**src/video_port_timestamp_capture_map.svh**
```systemverilog
/*
 Register offsets, field positions, reset values and tick timing of the timestamp capture unit.
 Assumes an 8-bit register port and a 100 MHz core clock.
*/
`ifndef VIDEO_PORT_TIMESTAMP_CAPTURE_MAP_SVH
`define VIDEO_PORT_TIMESTAMP_CAPTURE_MAP_SVH

`define OFS_STAMP_SETUP 8'h25
`define OFS_STAMP_CONTROL 8'h26
`define OFS_CAPTURE_LINE_UPPER 8'h27
`define OFS_CAPTURE_LINE_LOWER 8'h28
`define OFS_STAMP_FLAGS 8'h29
`define OFS_PORT0_STAMP_UPPER 8'h2a
`define OFS_PORT0_STAMP_LOWER 8'h2b
`define OFS_PORT1_STAMP_UPPER 8'h2c
`define OFS_PORT1_STAMP_LOWER 8'h2d
`define OFS_IRQ_STATUS 8'h38
`define OFS_IRQ_CLEAR 8'h39
`define OFS_IRQ_ENABLE 8'h3a

`define BIT_SYNC_EDGE_SELECT 6
`define BIT_EARLY_READY_SELECT 3
`define BIT_CAPTURE_HOLD 4
`define BIT_CAPTURES_READY 4

`define RST_BYTE 8'h00
`define SETUP_WMASK 8'h7b
`define CONTROL_WMASK 8'h13
`define IRQ_WMASK 8'h07

`define CLK_PERIOD_NS 10
`define TICK_40_NS 40
`define TICK_80_NS 80
`define TICK_160_NS 160
`define TICK_1US_NS 1000
`define TICK_40_CYC ((`TICK_40_NS + `CLK_PERIOD_NS - 1) / `CLK_PERIOD_NS)
`define TICK_80_CYC ((`TICK_80_NS + `CLK_PERIOD_NS - 1) / `CLK_PERIOD_NS)
`define TICK_160_CYC ((`TICK_160_NS + `CLK_PERIOD_NS - 1) / `CLK_PERIOD_NS)
`define TICK_1US_CYC ((`TICK_1US_NS + `CLK_PERIOD_NS - 1) / `CLK_PERIOD_NS)

`endif

```
**src/video_port_timestamp_capture_pkg.sv**
```systemverilog
/*
 Types of the timestamp capture unit: register layouts and per-port states.
 Assumes the map header for all numeric values.
*/
package video_port_timestamp_capture_pkg;

   typedef struct packed {
      logic rsvd7;
      logic syncEdgeSelect;
      logic [1:0] tickPeriodSelect;
      logic earlyReadySelect;
      logic rsvd2;
      logic freeRunningSelect;
      logic capturePointSelect;
   } setup_t;

   typedef struct packed {
      logic [2:0] rsvd75;
      logic captureHold;
      logic [1:0] rsvd32;
      logic port1CaptureEn;
      logic port0CaptureEn;
   } control_t;

   typedef enum logic [1:0] {
      ST_SEEK_LINE = 2'b01,
      ST_ARMED = 2'b10
   } port_state_t;

endpackage : video_port_timestamp_capture_pkg

```
**src/stamp_tick_timer.sv**
```systemverilog
/*
 16-bit time counter advanced once per selectable tick, with synchronous restart.
 Assumes the core clock period given in the map header.
*/
`timescale 1ns/1ns
`default_nettype none
`include "video_port_timestamp_capture_map.svh"

module stamp_tick_timer #(
   parameter int CountWidth = 16
) (
   input wire logic clk,
   input wire logic rst,
   input wire logic [1:0] periodSel,
   input wire logic restart,
   output logic [CountWidth-1:0] count,
   output logic tick
);

   logic [6:0] pre_q, pre_d, limit;
   logic [CountWidth-1:0] count_q, count_d;

   ////////////////////////////////////////////////////////////////////////////
   // tick period select
   always_comb begin
      unique case (periodSel)
         2'b00: limit = 7'(`TICK_40_CYC - 1);
         2'b01: limit = 7'(`TICK_80_CYC - 1);
         2'b10: limit = 7'(`TICK_160_CYC - 1);
         2'b11: limit = 7'(`TICK_1US_CYC - 1);
      endcase
      tick = (pre_q >= limit) && !restart;
      pre_d = (restart || tick) ? 7'h00 : pre_q + 7'h01;
      count_d = restart ? '0 : (tick ? count_q + 1'b1 : count_q);
   end

   always_ff @(posedge clk) begin
      if (rst) begin
         pre_q <= 7'h00;
         count_q <= '0;
      end else begin
         pre_q <= pre_d;
         count_q <= count_d;
      end
   end

   assign count = count_q;
endmodule : stamp_tick_timer
`default_nettype wire

```
**src/video_port_timestamp_capture.sv**
```systemverilog
/*
 Timestamp capture unit for two receive ports: registers, frame-sync edge, per-port capture, ready and interrupt.
 Assumes receive-port frame and line start pulses on clk; the frame-sync pin is asynchronous.
*/
//
// Contract
// - frame-sync edge chosen by polarity bit 6
// - bit 3 set: ready once all available
// - line mode captures at programmed line
// - free-run uses line to arm frame capture
// - capture line held as two byte registers
// - freeze holds stamps and clears ready
// - capture enabled per port, bits 0 and 1
// - ready flag read at status bit 4
// - per-port valid flags at bits 0, 1
// - stamps read as upper and lower bytes
`timescale 1ns/1ns
`default_nettype none
`include "video_port_timestamp_capture_map.svh"

module video_port_timestamp_capture #(
   parameter int NumPorts = 2,
   parameter int StampWidth = 16
) (
   input wire logic clk,
   input wire logic rst,
   input wire logic [7:0] regAddr,
   input wire logic [7:0] regWrData,
   input wire logic regWr,
   input wire logic regRd,
   output logic [7:0] regRdData,
   input wire logic [NumPorts-1:0] rxFrameStart,
   input wire logic [NumPorts-1:0] rxLineStart,
   input wire logic frameSyncPin,
   output logic irq
);

   video_port_timestamp_capture_pkg::setup_t setup_q, setup_d;
   video_port_timestamp_capture_pkg::control_t control_q, control_d;
   logic [7:0] lineUpper_q, lineUpper_d, lineLower_q, lineLower_d;
   logic [7:0] irqEnable_q, irqEnable_d, irqStatus_q, irqStatus_d;
   logic [7:0] rdData_q, rdData_d;
   logic irq_q, irq_d;
   logic ready_q, ready_d;
   logic syncMeta_q, syncStage_q, syncPrev_q;
   logic syncEdge, boundary, allValid, freezeNext;
   logic [StampWidth-1:0] captureLine, timeCount;
   logic [NumPorts-1:0] portEn, valid, capEvent;
   logic [StampWidth-1:0] stamp [NumPorts];

   assign captureLine = {lineUpper_q, lineLower_q};
   assign portEn = {control_q.port1CaptureEn, control_q.port0CaptureEn};

   ////////////////////////////////////////////////////////////////////////////
   // register port

   always_comb begin
      setup_d = setup_q;
      control_d = control_q;
      lineUpper_d = lineUpper_q;
      lineLower_d = lineLower_q;
      irqEnable_d = irqEnable_q;
      rdData_d = 8'h00;
      if (regWr) begin
         unique case (regAddr)
            `OFS_STAMP_SETUP: setup_d = regWrData & `SETUP_WMASK;
            `OFS_STAMP_CONTROL: control_d = regWrData & `CONTROL_WMASK;
            `OFS_CAPTURE_LINE_UPPER: lineUpper_d = regWrData;
            `OFS_CAPTURE_LINE_LOWER: lineLower_d = regWrData;
            `OFS_IRQ_ENABLE: irqEnable_d = regWrData & `IRQ_WMASK;
            default: ;
         endcase
      end
      if (regRd) begin
         unique case (regAddr)
            `OFS_STAMP_SETUP: rdData_d = setup_q;
            `OFS_STAMP_CONTROL: rdData_d = control_q;
            `OFS_CAPTURE_LINE_UPPER: rdData_d = lineUpper_q;
            `OFS_CAPTURE_LINE_LOWER: rdData_d = lineLower_q;
            `OFS_STAMP_FLAGS: rdData_d = {3'h0, ready_q, 2'h0, valid[1], valid[0]};
            `OFS_PORT0_STAMP_UPPER: rdData_d = stamp[0][15:8];
            `OFS_PORT0_STAMP_LOWER: rdData_d = stamp[0][7:0];
            `OFS_PORT1_STAMP_UPPER: rdData_d = stamp[1][15:8];
            `OFS_PORT1_STAMP_LOWER: rdData_d = stamp[1][7:0];
            `OFS_IRQ_STATUS: rdData_d = irqStatus_q;
            `OFS_IRQ_ENABLE: rdData_d = irqEnable_q;
            default: rdData_d = 8'h00;
         endcase
      end
   end

   always_ff @(posedge clk) begin
      if (rst) begin
         setup_q <= `RST_BYTE;
         control_q <= `RST_BYTE;
         lineUpper_q <= `RST_BYTE;
         lineLower_q <= `RST_BYTE;
         irqEnable_q <= `RST_BYTE;
         rdData_q <= 8'h00;
      end else begin
         setup_q <= setup_d;
         control_q <= control_d;
         lineUpper_q <= lineUpper_d;
         lineLower_q <= lineLower_d;
         irqEnable_q <= irqEnable_d;
         rdData_q <= rdData_d;
      end
   end

   assign regRdData = rdData_q;

   ////////////////////////////////////////////////////////////////////////////
   // frame-sync pin: two-stage synchroniser, then edge pick

   always_ff @(posedge clk) begin
      if (rst) begin
         syncMeta_q <= 1'b0;
         syncStage_q <= 1'b0;
         syncPrev_q <= 1'b0;
      end else begin
         syncMeta_q <= frameSyncPin;
         syncStage_q <= syncMeta_q;
         syncPrev_q <= syncStage_q;
      end
   end

   always_comb begin
      if (setup_q.syncEdgeSelect) begin
         syncEdge = syncPrev_q && !syncStage_q;
      end else begin
         syncEdge = !syncPrev_q && syncStage_q;
      end
   end

   ////////////////////////////////////////////////////////////////////////////
   // time counter; restarted by the active sync edge outside free-run

   stamp_tick_timer #(
      .CountWidth(StampWidth)
   ) timer (
      .clk(clk),
      .rst(rst),
      .periodSel(setup_q.tickPeriodSelect),
      .restart(syncEdge && !setup_q.freeRunningSelect),
      .count(timeCount),
      .tick()
   );

   ////////////////////////////////////////////////////////////////////////////
   // per-port line count, capture decision, valid and stamp

   for (genvar p = 0; p < NumPorts; p++) begin : g_port
      video_port_timestamp_capture_pkg::port_state_t state_q, state_d;
      logic [StampWidth-1:0] lineCnt_q, lineCnt_d, stamp_q, stamp_d;
      logic valid_q, valid_d, lineHit, capHit, capLocal;

      always_comb begin
         state_d = state_q;
         lineCnt_d = lineCnt_q;
         stamp_d = stamp_q;
         valid_d = valid_q;
         capHit = 1'b0;
         lineHit = rxLineStart[p] && (lineCnt_q + 1'b1 == captureLine);
         if (rxFrameStart[p]) begin
            lineCnt_d = '0;
         end else if (rxLineStart[p]) begin
            lineCnt_d = lineCnt_q + 1'b1;
         end
         if (!setup_q.capturePointSelect) begin
            capHit = lineHit;
            state_d = video_port_timestamp_capture_pkg::ST_SEEK_LINE;
         end else if (!setup_q.freeRunningSelect) begin
            capHit = rxFrameStart[p];
            state_d = video_port_timestamp_capture_pkg::ST_SEEK_LINE;
         end else begin
            unique case (state_q)
               video_port_timestamp_capture_pkg::ST_SEEK_LINE: begin
                  if (lineHit) begin
                     state_d = video_port_timestamp_capture_pkg::ST_ARMED;
                  end
               end
               video_port_timestamp_capture_pkg::ST_ARMED: begin
                  if (rxFrameStart[p]) begin
                     capHit = 1'b1;
                     state_d = video_port_timestamp_capture_pkg::ST_SEEK_LINE;
                  end
               end
               default: state_d = video_port_timestamp_capture_pkg::ST_SEEK_LINE;
            endcase
         end
         capLocal = capHit && portEn[p] && !control_q.captureHold;
         if (rxFrameStart[p] && !control_q.captureHold) begin
            valid_d = 1'b0;
         end
         if (capLocal) begin
            valid_d = 1'b1;
            stamp_d = timeCount;
         end
      end

      always_ff @(posedge clk) begin
         if (rst) begin
            state_q <= video_port_timestamp_capture_pkg::ST_SEEK_LINE;
            lineCnt_q <= '0;
            stamp_q <= '0;
            valid_q <= 1'b0;
         end else begin
            state_q <= state_d;
            lineCnt_q <= lineCnt_d;
            stamp_q <= stamp_d;
            valid_q <= valid_d;
         end
      end

      assign valid[p] = valid_q;
      assign stamp[p] = stamp_q;
      // one driver per bit of the shared event vector
      assign capEvent[p] = capLocal;
   end

   ////////////////////////////////////////////////////////////////////////////
   // ready flag and interrupt

   assign allValid = (portEn != '0) && ((valid & portEn) == portEn);
   assign boundary = syncEdge || (|rxFrameStart);
   assign freezeNext = control_d.captureHold;

   always_comb begin
      ready_d = ready_q;
      if (setup_q.earlyReadySelect) begin
         if (allValid) begin
            ready_d = 1'b1;
         end
      end else if (boundary && allValid) begin
         ready_d = 1'b1;
      end
      if (freezeNext) begin
         ready_d = 1'b0;
      end
      irqStatus_d = irqStatus_q;
      if (regWr && regAddr == `OFS_IRQ_CLEAR) begin
         irqStatus_d = irqStatus_q & ~regWrData;
      end
      irqStatus_d = irqStatus_d | {5'h00, ready_d && !ready_q, capEvent};
      irq_d = |(irqStatus_d & irqEnable_d);
   end

   always_ff @(posedge clk) begin
      if (rst) begin
         ready_q <= 1'b0;
         irqStatus_q <= 8'h00;
         irq_q <= 1'b0;
      end else begin
         ready_q <= ready_d;
         irqStatus_q <= irqStatus_d;
         irq_q <= irq_d;
      end
   end

   assign irq = irq_q;
endmodule : video_port_timestamp_capture
`default_nettype wire

```
**config.mk**
```make
export PLATFORM = sky130hd
export DESIGN_NAME = video_port_timestamp_capture
export DESIGN_NICKNAME = d
export VERILOG_FILES = /design/src/video_port_timestamp_capture_pkg.sv /design/src/stamp_tick_timer.sv /design/src/video_port_timestamp_capture.sv
export VERILOG_INCLUDE_DIRS = /design/src
export SDC_FILE = /design/constraint.sdc
export NUM_CORES = 1
export LEC_CHECK = 0
export BUFFER_PORTS_ARGS = -buffer_cell sky130_fd_sc_hd__buf_2
export CAP_MARGIN = 25
export CORE_ASPECT_RATIO = 1.75
export CORE_MARGIN = 3
export CORE_UTILIZATION = 40
export DETAILED_ROUTE_END_ITERATION = 7
export PLACE_DENSITY = 0.59
export SYNTH_ARGS = -nofsm -noshare
export SYNTH_HDL_FRONTEND = slang
export SYNTH_SLANG_ARGS = --single-unit
```
**constraint.sdc**
```tcl
create_clock -name clk -period 4.08 [get_ports clk]
set_clock_uncertainty 0.15 [all_clocks]
set_input_delay 0.204 -clock clk [delete_from_list [all_inputs] [get_ports clk]]
set_output_delay 0.204 -clock clk [all_outputs]
set_load 0.03 [all_outputs]
```
==> flow_summary.yaml, run 1 <==
clock_tree:
  cts_buffer_depth: 2
  post_cts_buffers: 0
  cts_tree: "done"
  clock-sinks: 147
  cts_made_buffers: 17
  clk_pin_slew_ns: 0.06
  clock_latency_ns: 0.44
  htree_levels: 4
  clock_tree.root_cell: "clkbuf_16"
placed_design:
  dp_hpwl_um: 17000
  portBuffers: 33
  gp_congestion: 0.903
  dp_cells: 1143
  place_area_sq_um: 7970
setup_path:
  worstSetupStartpointType: "flip-flop"
  critPathKind: "reg2reg"
  cp.required_ns: 4.26
  critPathCaptureType: "flip-flop"
  cp_data_arrival_time_ns: 3.48
  crit_path_max_fanout: 8
floorplan:
  die-width_um: 111
  ioPinCount: 34
  die_h_um: 190
  num_rows: 66
  start_util: 0.411
  dieArea_sq_um: 21000
  core_sq_um: 18700
routing:
  drt_iter0_drc: 487
  remaining_drc_errors: 0
  drt_wl_total_um: 22400
  via_count: 6707
  detail-route-antenna-nets: 0
  routedWlPerCell_um: 18.9
  dr.pass1.iters: 5
  avgViaCountPerCell: 5.66
sta:
  max_freq_ghz: 0.302
  finalCritPeriodShare: 0.810
  hold_viol_final: 0
  slew_headroom: 0.346
  fin_crit_ns: 3.31
  drv_slew: 0
  tightest_slew_ns: 0.973
  hold_slack_ns: 0.0189
  setup_viol: 0
  rsz0062_at_grt: "no"
  fin_setup_tns_ns: 0
synth:
  ys_types: 73
  synthCells: 913
  yosysWarnings: 0
  synth.area.top_cells: "dfxtp_1 (38%), mux2i_1 (7.3%), nor2_1 (6.4%), xnor2_1 (5.7%), xor2_1 (4.0%)"
  ys_seq_area_frac: 0.382
  async_flop_share: 0
  ys.flop_type: "dfxtp_1"
  synth_most_common_cell: "dfxtp_1"
  synth-edff-count: 0
  yosysTopAreaCell: "dfxtp_1"
  ys_ff_latch: 147
  synth_top_area_frac: 0.382
  synth_nets: 948
  syn_avg_cell_area_sq_um: 8.44
  ys_top_cells_by_count: "dfxtp_1 (147), nor2_1 (131), nand2_1 (62)"
  synthesis.area_sq_um: 7710
power_and_ir_drop:
  ir_drop_mv: 0.291
  p_leak_uw: 0.00318
  power.density_nw_per_um2: 368
global_route:
  grt_overflow: 0
  grt_start_max_net_pins: 46
  grt_pass1_vias: 6716
  grt_pass1_wl_um: 36100
  grt_use_total: 0.218
  antenna_found_initial: 1
layout:
  final_nets: 969
  finalNonFillerCells: 1185
  area.growth.synth_to_final_pct: 12.4
  final_cell_area_sq_um: 8660
  layout-drive-gt1-share: 0.108
  antennaDiodeCount: 0
flow_run:
  cap_viol_max_count: 0
status:
  status: "finished, final reports clean"
worst_hold_path:
  holdCritPathClass: "in2reg"
-- state kept, by name (all words and copies together), names as in the netlist --
register	count
g_port.state_q	4
irqEnable_q	8
lineLower_q	8
timer.count	16
setup_q	6
g_port.stamp_q	32
g_port.valid_q	2
g_port.lineCnt_q	32
syncPrev_q	1
irq	1
control_q	3
lineUpper_q	8
timer.pre_q	7
syncMeta_q	1
ready_q	1
irqStatus_q	8
syncStage_q	1
regRdData	8
-- layout by cell type (no fill, tap or decap), drive strengths merged, types with 12 or more instances in the layout --
cell type | netlist | final
a21oi | 59 | 59
buf | 22 | 48
clkbuf | 33 | 22
dfxtp | 147 | 147
inv | 21 | 23
mux2i | 56 | 56
nand2 | 62 | 62
nand3 | 52 | 52
nand4 | 14 | 14
nor2 | 131 | 131
nor3 | 18 | 18
nor4 | 13 | 13
o21ai | 37 | 37
or3 | 12 | 12
xnor2 | 50 | 50
xor2 | 35 | 35
-- logic make-up after synthesis --
logic type,synth area share
XOR/XNOR,0.0966
adder cells (fa/ha/maj),0.0162
buffers and inverters,0.0515
AO/OA/AOI/OAI,0.134
flip-flops,0.382
AND/OR/NAND/NOR,0.239
multiplexers,0.0815
-- final cells by class --
class / count / area, sq um
timing repair buffer: 58 / 382
sequential: 147 / 2940
clock inverter: 10 / 124
fill: 1860 / 10100
tap: 238 / 298
clock buffer: 22 / 464
inverter: 21 / 78.8
multi-input combinational: 689 / 4370
-- timing repair --
| action | CTS | global route |
|---|---|---|
| resized for setup | 0 | 0 |
| endpoints found under the hold margin | 33 | 0 |
| hold buffers | 10 | 0 |
-- worst max-delay path, stage by stage (launching register included) --
cell and delay (ns):
dfxtp_1 0.47, ha_1 0.35, nand4_1 0.25, or4_1 0.49, a211o_1 0.24, o21ai_1 0.12
o211ai_1 0.11, a2111oi_0 0.50, buf_4 0.25, nand3b_1 0.10, a21o_1 0.18
-- path summary, 6_finish.rpt --
kind / startpoint / endpoint / slack [ns] / cells after the start
worst max-delay path: g_port[0].lineCnt_q[0] / g_port[0].state_q[0] / 0.77 / 10
worst min-delay path: rxLineStart[1] / g_port[1].lineCnt_q[0] / 0.02 / 3
worst max register to register: g_port[0].lineCnt_q[0] / g_port[0].state_q[0] / 0.77 / 10
worst min register to register: irqStatus_q[5] / irqStatus_q[5] / 0.30 / 2
-- routing by layer --
layer / part of all wire / vias up / wire length, um / track usage
met5: 0.00040 / - / 9 / 0
met4: 0.057 / 2 / 1270 / 0.131
met3: 0.030 / 69 / 661 / 0.0369
met2: 0.55 / 162 / 12300 / 0.420
met1: 0.37 / 3208 / 8190 / 0.214
li1: - / 3266 / - / -
-- power breakdown --
part | leakage, uW | switching, uW | internal, uW
Combinational | 0.00171 | 104 | 56.8
Clock | 0.000281 | 632 | 937
Sequential | 0.00118 | 12.7 | 1450
Total | 0.00318 | 748 | 2440
-- per-stage QoR --
step	power (uW)	utilization	setup WS, ns
after detailed placement	1640	0.425	0.756
final	3190	0.462	0.773
after floorplan	1590	-	1.19
after global routing	3300	0.462	0.481
after CTS	3220	0.462	0.715
after global placement	1640	0.425	0.669
Power figures use the tool's default switching activity.
==> run 2: changes to the inputs <==
==> constraint.sdc (replaced) <==
create_clock -name clk -period 3.2 [get_ports clk]
set_clock_uncertainty 0.15 [all_clocks]
set_input_delay 0.16 -clock clk [delete_from_list [all_inputs] [get_ports clk]]
set_output_delay 0.16 -clock clk [all_outputs]
set_load 0.03 [all_outputs]
==> run 2 against run 1 <==
  * Design area increased by 3.2%
  * Critical path depth unchanged
  * Hold slack better by 0.0040 ns
  * Via count rose by 0.86%
  * Clock power grew 27%
  * Clock-buffer cell count decreased by 5
  * Wire length is 0.48% higher
  * Non-clock buffer count is 33 higher
  * Sequential power increased by 27%
  * Maximum frequency increased by 8.0%
  * Critical endpoint unchanged
  * Largest power group unchanged
==> flow_summary.yaml, run 2 (synthesized netlist as in run 1, its figures left out) <==
clock_tree:
  clk_pin_slew_ns: 0.07
  cts_tree: "done"
  cts_made_buffers: 17
  clock_tree.root_cell: "clkbuf_16"
  htree_levels: 4
  post_cts_buffers: 0
  clock-sinks: 147
  cts_buffer_depth: 2
  clock_latency_ns: 0.44
routing:
  dr.pass1.iters: 5
  drt_iter0_drc: 426
  via_count: 6765
  remaining_drc_errors: 0
  routedWlPerCell_um: 18.5
  detail-route-antenna-nets: 0
  avgViaCountPerCell: 5.55
  drt_wl_total_um: 22500
sta:
  final.setup.worst_slack_ns: 0.137
  finalCritPeriodShare: 0.957
  drv_slew: 0
  max_freq_ghz: 0.326
  rsz0062_at_grt: "no"
  slew_headroom: 0.356
  hold_slack_ns: 0.0230
  hold_viol_final: 0
  setup_viol: 0
  tightest_slew_ns: 0.959
  fin_setup_tns_ns: 0
  fin_crit_ns: 3.06
layout:
  antennaDiodeCount: 0
  num-fill-cells: 1853
  final_common_cell: "dfxtp_1"
  layout-drive-gt1-share: 0.136
  fin_util: 0.477
  final_cell_mix: "dfxtp_1 (147), nor2_1 (131), nand2_1 (62), a21oi_1 (59), mux2i_1 (56)"
  final_cell_area_sq_um: 8940
  area.growth.synth_to_final_pct: 16.0
  final_nets: 1002
power_and_ir_drop:
  power.density_nw_per_um2: 455
  ir_drop_mv: 0.332
  p_leak_uw: 0.00333
placed_design:
  preCtsSetupSlack_ns: -0.0105
  portBuffers: 33
  dp_hpwl_um: 17300
  gp_congestion: 0.865
  place_area_sq_um: 8180
floorplan:
  die_h_um: 190
  start_util: 0.411
  num_rows: 66
  dieArea_sq_um: 21000
  core_sq_um: 18700
  die-width_um: 111
  ioPinCount: 34
worst_hold_path:
  holdPathEnd: "setup_q[1]"
  hold_depth: 3
  holdCritPathClass: "in2reg"
  min_from: "regWr"
setup_path:
  critPathCaptureType: "flip-flop"
  crit_path_max_fanout: 7
  r2r_end: "g_port[0].state_q[0]"
  cp_data_arrival_time_ns: 3.25
  cp.required_ns: 3.38
  worstRegToRegCells: 10
  r2r_start: "g_port[0].lineCnt_q[0]"
  critPathKind: "reg2reg"
  ff2ff_setup_slack_ns: 0.14
  worstSetupStartpointType: "flip-flop"
flow_run:
  cap_viol_max_count: 0
global_route:
  grt_use_total: 0.218
  antenna_found_initial: 1
  grt_overflow: 0
  grt_pass1_wl_um: 35600
  grt_start_max_net_pins: 26
  grt_pass1_vias: 6690
status:
  status: "finished, final reports clean"
==> run 2: cell count changes in the layout (fill, tap and decap cells not counted), sizes merged <==
cell / change
buf: +26
clkinv: +3
clkinvlp: +2
dlygate4sd3: +7
clkbuf: -5
==> run 2: power by group <==
| group | internal [uW] | total (uW) | switching (uW) |
|---|---|---|---|
| sequential | 1840 | 1860 | 16.9 |
| combinational | 78.8 | 212 | 133 |
| clock | 1150 | 2000 | 846 |
==> run 2: area by class of cell <==
cell class	count	area (sq um)	area share
repair buffers	91	656	0.0733
multi-input cells	689	4380	0.490
inverters	21	78.8	0.00882
clock inverters	15	160	0.0179
flip-flops and latches	147	2940	0.329
clock buffers	17	425	0.0476
well taps	238	298	0.0333
==> run 2: what timing repair did <==
item / in CTS / in global routing
hold buffers: 17 / 0
endpoints found under the setup margin: 1 / 26
gates resized for setup: 1 / 2
endpoints found under the hold margin: 45 / 0
==> run 2: critical path, cell delays in order, from the launching register on <==
cell,delay [ns]
dfxtp_1,0.47
ha_1,0.23
and4_1,0.34
and2_2,0.23
xnor2_1,0.07
a211oi_1,0.25
a31oi_1,0.15
a2111oi_1,0.57
buf_4,0.22
nand3b_1,0.09
a21o_1,0.18
==> run 2: how the worst max path moves through the flow <==
stage,startpoint,endpoint,slack (ns),cells past startpoint
detailed placement,g_port[0].lineCnt_q[0],g_port[0].state_q[0],-0.01,9
finish,g_port[0].lineCnt_q[0],g_port[0].state_q[0],0.14,10
floorplan,g_port[0].lineCnt_q[0],g_port[0].stamp_q[10],0.31,12
global placement,g_port[0].lineCnt_q[0],g_port[0].state_q[0],0.07,9
CTS,g_port[0].lineCnt_q[0],g_port[0].state_q[0],0.08,9
global route,g_port[0].lineCnt_q[0],g_port[0].state_q[0],0.06,9
==> run 2: per-layer routing <==
layer,GRT usage,share of wire,vias to the layer above
met4,0.143,0.061,2
met1,0.210,0.36,3211
met5,0,0.00049,-
met3,0.0395,0.027,73
li1,-,-,3332
met2,0.416,0.55,147
==> run 2: metrics by stage <==
step           total power (uW)  instances
3_5_place_dp               2100       1169
6_report                   4070       1218
4_1_cts                    4110       1218
2_1_floorplan              2020        913
5_1_grt                    4220       1218
3_3_place_gp               2100       1169
